`config.mk`:
```
export PLATFORM = sky130hd
export DESIGN_NAME = backplane_storage_transceiver
export DESIGN_NICKNAME = d
export VERILOG_FILES = /design/src/xcvr_pkg.sv /design/src/xcvr_stream_if.sv /design/src/backplane_storage_transceiver.sv /design/src/xcvr_fifo.sv
export SDC_FILE = /design/constraint.sdc
export NUM_CORES = 1
export LEC_CHECK = 0
export BUFFER_PORTS_ARGS = -buffer_cell sky130_fd_sc_hd__buf_2
export CAP_MARGIN = 20
export CORE_MARGIN = 2
export CORE_UTILIZATION = 60
export DETAILED_ROUTE_END_ITERATION = 10
export HOLD_SLACK_MARGIN = 0.08
export PLACE_DENSITY = 0.86
export REMOVE_ABC_BUFFERS = 1
export SLEW_MARGIN = 20
export SYNTH_ARGS = -nofsm -noshare
export SYNTH_HDL_FRONTEND = slang
export SYNTH_SLANG_ARGS = --single-unit
```
`constraint.sdc`:
```
create_clock -name i_clk -period 4.2 [get_ports i_clk]
set_input_delay 0.21 -clock i_clk [delete_from_list [all_inputs] [get_ports i_clk]]
set_output_delay 0.21 -clock i_clk [all_outputs]
set_load 0.1 [all_outputs]
```
`src/xcvr_pkg.sv`:
```
package xcvr_pkg;
   localparam int LOW_GROUP_W = 8;
   localparam int HIGH_GROUP_W = 9;
   localparam int CHAN_W = LOW_GROUP_W + HIGH_GROUP_W;
   localparam int FIFO_DEPTH = 16;
   localparam logic [CHAN_W-1:0] STORE_RESET = 17'h00000;
endpackage

```
`src/xcvr_stream_if.sv`:
```
`timescale 1ns/1ps
`default_nettype none
interface xcvr_stream_if #(parameter int W = 17);
   logic valid;
   logic ready;
   logic [W-1:0] data;
   modport src (output valid, output data, input ready);
   modport snk (input valid, input data, output ready);
endinterface
`default_nettype wire

```
`src/backplane_storage_transceiver.sv`:
```
`timescale 1ns/1ps
`default_nettype none
// What this block does
// One 8-bit and one 9-bit group, seventeen two-way channels.
// Backplane drivers on only when true enable high, inverted enable low.
// Logic outputs show inverted backplane data while logic enable high.
// Logic outputs float while logic enable is low.
// Both enables active drive both directions at the same time.
// Pass enable high is transparent; low stores on rising capture clock.
// Each direction has its own store, pass enable and capture clock.
module backplane_storage_transceiver
   import xcvr_pkg::*;
#(
   parameter int DEPTH = FIFO_DEPTH
) (
   input wire logic i_clk,
   input wire logic i_rst,
   input wire logic i_ce,
   input wire logic i_logic_side_output_enable,
   input wire logic i_backplane_output_enable,
   input wire logic i_backplane_output_enable_n,
   input wire logic i_pass_enable_to_backplane,
   input wire logic i_capture_clock_to_backplane,
   input wire logic i_pass_enable_to_logic_side,
   input wire logic i_capture_clock_to_logic_side,
   input wire logic [CHAN_W-1:0] i_logic_in,
   input wire logic [CHAN_W-1:0] i_backplane_in,
   output logic [CHAN_W-1:0] o_logic_out,
   output logic [CHAN_W-1:0] o_logic_oe,
   output logic [CHAN_W-1:0] o_backplane_out,
   output logic [CHAN_W-1:0] o_backplane_oe,
   output logic o_fifo_ready
);
   // ------------------------------------------------------------
   // State
   // ------------------------------------------------------------
   // The capture clocks are sampled like any other pin, so a rising edge
   // is a low sample followed by a high one on two enabled cycles.
   typedef struct packed {
      logic clk_ab;
      logic clk_ba;
      logic [CHAN_W-1:0] store_ab;
      logic [CHAN_W-1:0] store_ba;
      logic [CHAN_W-1:0] lout;
      logic [CHAN_W-1:0] loe;
      logic [CHAN_W-1:0] bout;
      logic [CHAN_W-1:0] boe;
      logic fready;
   } xcvr_s;
   xcvr_s q, d;
   // ------------------------------------------------------------
   // Receive buffer
   // ------------------------------------------------------------
   xcvr_stream_if #(.W(CHAN_W)) fin ();
   xcvr_stream_if #(.W(CHAN_W)) fout ();
   // Backplane-to-logic data passes the FIFO before the logic-side store;
   // its output is always ready, so it never fills and o_fifo_ready stays high.
   assign fin.valid = 1'b1;
   assign fin.data = i_backplane_in;
   assign fout.ready = 1'b1;
   xcvr_fifo #(.W(CHAN_W), .DEPTH(DEPTH)) u_fifo (
      .i_clk(i_clk),
      .i_rst(i_rst),
      .i_ce(i_ce),
      .in_s(fin),
      .out_s(fout)
   );
   logic [CHAN_W-1:0] ab_val, ba_val, ba_in;
   logic rise_ab, rise_ba, b_on;
   // ------------------------------------------------------------
   // Next state
   // ------------------------------------------------------------
   always_comb begin
      d = q;
      // Until the buffer yields its first word the logic-side store keeps
      // its own value instead of taking an undefined one.
      ba_in = fout.valid ? fout.data : q.store_ba;
      d.clk_ab = i_capture_clock_to_backplane;
      d.clk_ba = i_capture_clock_to_logic_side;
      rise_ab = i_capture_clock_to_backplane && !q.clk_ab;
      rise_ba = i_capture_clock_to_logic_side && !q.clk_ba;
      // Separate stores per direction.
      if (i_pass_enable_to_backplane || rise_ab) begin
         d.store_ab = i_logic_in;
      end
      if (i_pass_enable_to_logic_side || rise_ba) begin
         d.store_ba = ba_in;
      end
      // The inversion sits after the store, so a captured word leaves
      // inverted exactly like a passed one.
      ab_val = d.store_ab;
      ba_val = d.store_ba;
      // Either a low true enable or a high inverted enable isolates the
      // backplane; both must agree before any line is pulled.
      b_on = i_backplane_output_enable && !i_backplane_output_enable_n;
      // Both directions evaluated independently, so both may drive.
      d.bout = ~ab_val;
      d.boe = {CHAN_W{b_on}};
      d.lout = ~ba_val;
      d.loe = {CHAN_W{i_logic_side_output_enable}};
      d.fready = fin.ready;
   end
   // ------------------------------------------------------------
   // Registers
   // ------------------------------------------------------------
   // Everything clears to zero, the stores through STORE_RESET, so both sides come out of
   // reset undriven.
   always_ff @(posedge i_clk) begin
      if (i_rst) begin
         q <= '0;
         q.store_ab <= STORE_RESET;
         q.store_ba <= STORE_RESET;
      end else if (i_ce) begin
         q <= d;
      end
   end
   // ------------------------------------------------------------
   // Outputs
   // ------------------------------------------------------------
   assign o_logic_out = q.lout;
   assign o_logic_oe = q.loe;
   assign o_backplane_out = q.bout;
   assign o_backplane_oe = q.boe;
   assign o_fifo_ready = q.fready;
endmodule // backplane_storage_transceiver
`default_nettype wire

```
`src/xcvr_fifo.sv`:
```
`timescale 1ns/1ps
`default_nettype none
module xcvr_fifo #(
   parameter int W = 17,
   parameter int DEPTH = 16
) (
   input wire logic i_clk,
   input wire logic i_rst,
   input wire logic i_ce,
   xcvr_stream_if.snk in_s,
   xcvr_stream_if.src out_s
);
   localparam int AW = $clog2(DEPTH);
   typedef struct packed {
      logic [AW:0] wp;
      logic [AW:0] rp;
      logic [W-1:0] rdata;
      logic rvalid;
   } fifo_s;
   fifo_s q, d;
   logic [W-1:0] mem [DEPTH];
   logic full, empty, push, pop;
   always_comb begin
      full = (q.wp[AW] != q.rp[AW]) && (q.wp[AW-1:0] == q.rp[AW-1:0]);
      empty = (q.wp == q.rp);
      push = in_s.valid && !full;
      pop = !empty && (!q.rvalid || out_s.ready);
      d = q;
      if (push) begin
         d.wp = q.wp + 1'b1;
      end
      if (pop) begin
         d.rp = q.rp + 1'b1;
         d.rdata = mem[q.rp[AW-1:0]];
         d.rvalid = 1'b1;
      end else if (out_s.ready) begin
         d.rvalid = 1'b0;
      end
   end
   always_ff @(posedge i_clk) begin
      if (i_rst) begin
         q <= '0;
      end else if (i_ce) begin
         q <= d;
         if (push) begin
            mem[q.wp[AW-1:0]] <= in_s.data;
         end
      end
   end
   assign in_s.ready = !full;
   assign out_s.valid = q.rvalid;
   assign out_s.data = q.rdata;
endmodule // xcvr_fifo
`default_nettype wire

```
==> run metrics <==
Sw Share between 20% and 30%; worst vdd ir around 360 uV; Critical Path Sink Type flip-flop; skew final around 0.02 ns; max cap viols 0; Final Max Slew Viols 0; Distinct cells, synth 38; leak pwr between 6 and 7 nW; clk buf depth 3; via/cell ratio between 6 and 7; die height 164 um; Reg area just over 0.01 mm^2; pin count of the biggest net entering global routing between 90 and 100; row cnt a little under 60; Top FF cell, synth edfxtp_1; H-Tree Depth 2; later-pin clock latency in the skew report roughly 0.53 ns; met3 Use GR 5.28%; RD Place Congestion roughly 0.83; fin area roughly 0.017 mm^2; HPWL Detailed just under 20000 um; Tcrit/Tclk final 65.7%; crit path from u_fifo.q[25]$_SDFFE_PP0P_; post-synthesis register bit count about 370; EDFF count, synth 272; cts bufs inserted 37; cells after synthesis slightly below 1000; Antenna diodes 0; ratio of cells with drive above 1 in the final layout 25.9%; drt total wl between 30000 and 40000 um; post-route ant nets 0; Yosys Warn Count 0; Post-Syn Area per Cell roughly 16 um^2; top post-synthesis cells by area edfxtp_1 53%, dfxtp_1 13%, mux2i_1 6.9%; Seq pwr share 49.2%; area grow syn2layout 12.6%; clock sinks between 300 and 400; number of global-route vias before repair between 8000 and 9000; post-layout minimum cycle time approximately 2.8 ns; relative slew slack 38.9%; initial antenna violation count 0; fillers roughly 1600; Wirelength per Cell ~24 um; non-filler cells, final ~1400; Hold Crit Start i_backplane_in[10]; Chip Width 164 um; top cell type's share of synthesized area around 53%; launch point of the worst reg-to-reg path u_fifo.q[25]$_SDFFE_PP0P_; drt pass-1 iters 5; Cell Area, Synth 0.0153 mm^2; Hold WS around 0.11 ns; Post-synth top cells 272 x edfxtp_1, 106 x mux2i_1, 101 x dfxtp_1, 83 x nor2_1, 71 x buf_4; Worst Max-Slew Pin Slew 0.916 ns; status complete, no violations; Clock power frac 37.5%; global route overflow 0; Comb pwr share around an eighth; top-count cell post-synth edfxtp_1; CTS tree done; GRT Max-Usage Layer met2; switching pwr around 0.0022 W; Data required, critical path about 4.5 ns; Ports about 110; initial DRC count 1063; dpl cell area 0.0158 mm^2; crit path DAT 3.00 ns; Die ar. approximately 0.027 mm^2; met2 Track Usage GR ~40%; I/O Buffers 112; Placed Instances around 1300; multi-input logic area between 0.004 and 0.005 mm^2; CP startpoint kind flip-flop; Final setup viols 0; worst min path class in -> reg; RSZ-0062 raised after global routing false; Cell Pwr Density between 400 and 500 mW/mm^2; fmax 363 MHz; gr usage total approximately 25%; Hold Violations, Final 0; global-route wire length before repair between 50000 and 60000 um; Post-synth ARST share 0%; Initial Util roughly 61%; Tot Pwr around 0.0084 W; largest area contributor in the netlist edfxtp_1; DR vias approximately 8600; Post-layout nets 1098; CTS root buffer clkbuf_16; Std-Cell Core Area 0.0251 mm^2; GRT met1 Usage about a third; Clock transition at path regs ~0.060 ns; kind of critical path reg -> reg; Internal ~0.0062 W; DRC viols 0; sequential-to-total area share from yosys stat around two thirds; Worst Path Max Fanout 17; Resized cells post-CTS 0
-- layout by cell type (no fill, tap or decap), types with 17 or more instances in the layout --
cell type        n
buf_2          111
mux4_2          22
nor2_1          83
buf_4           29
dfxtp_1         99
mux2i_1        106
mux4_1          29
nand2_1         41
mux2_2          34
a211oi_1        27
clkbuf_16       42
a21oi_1         22
o22ai_1         17
edfxtp_1       272
dlygate4sd3_1   26
nor3_1          17
-- path summary, 6_finish.rpt --
path	end	depth (start not counted)	slack (ns)
worst max-delay path	u_fifo.mem[9][1]$_DFFE_PP_	6	1.44
worst max register to register	u_fifo.mem[9][1]$_DFFE_PP_	6	1.44
worst min register to register	q[102]$_SDFFE_PP0P_	2	0.46
worst min-delay path	u_fifo.mem[4][10]$_DFFE_PP_	1	0.11
-- routing by layer --
| layer | up-vias | routed length, um |
|---|---|---|
| li1 | 3784 | - |
| met1 | 4233 | 13400 |
| met2 | 472 | 16000 |
| met3 | 73 | 3020 |
| met4 | 0 | 922 |
| met5 | - | 0 |
-- timing repair --
action,in CTS,in global routing
endpoints found under the setup margin,0,0
endpoints found under the hold margin,80,0
buffers inserted,0,0
hold buffers,26,0
-- registers in the layout (all words and copies together) (netlist names) --
register and cells:
o_backplane_oe 1, o_logic_out 17, o_fifo_ready 1, u_fifo.mem 272
q 36, o_logic_oe 1, u_fifo.out_s.data 17, o_backplane_out 17
u_fifo.out_s.valid 1, u_fifo.q 10
-- worst max-delay path, cell delays in order, from the launching register on --
cell and delay (ns):
dfxtp_1 0.80, xnor2_1 0.24, nand4_4 0.22, o21ai_2 0.54
buf_4 0.34, nor4_2 0.07, buf_4 0.26
-- metrics by stage --
stage / TNS, ns / utilization [%] / setup WS (ns)
floorplan: -525.19 / - / -7.96
global placement: 0 / 62.8 / 1.65
detailed placement: 0 / 62.8 / 1.50
CTS: 0 / 68.5 / 1.45
global route: 0 / 68.5 / 1.28
finish: 0 / 68.5 / 1.44
-- power groups by stage --
| stage | Clock, W | Combinational [W] | Sequential (W) |
|---|---|---|---|
| global route | 0.00334 | 0.00118 | 0.00417 |
| detailed placement | 0 | 0.00108 | 0.00423 |
| CTS | 0.00322 | 0.00111 | 0.00415 |
| global placement | 0 | 0.00105 | 0.00422 |
| finish | 0.00316 | 0.00112 | 0.00416 |
| floorplan | 0 | 0.000451 | 0.00454 |
-- cell type report --
type	count	share of cell area (%)
flip-flops and latches	373	59.3
well taps	330	2.40
inverters	6	0.131
clock inverters	8	0.269
multi-input cells	463	25.2
repair buffers	168	6.19
clock buffers	58	6.52
-- cells by family after synthesis --
kind of cell | share of synthesized area [%]
AO/OA/AOI/OAI | 3.91
XOR/XNOR | 0.795
adder cells (fa/ha/maj) | 0.410
buffers and inverters | 5.55
flip-flops | 66.7
multiplexers | 17.7
AND/OR/NAND/NOR | 4.92
Note: power is estimated with default switching activity, not from simulation.
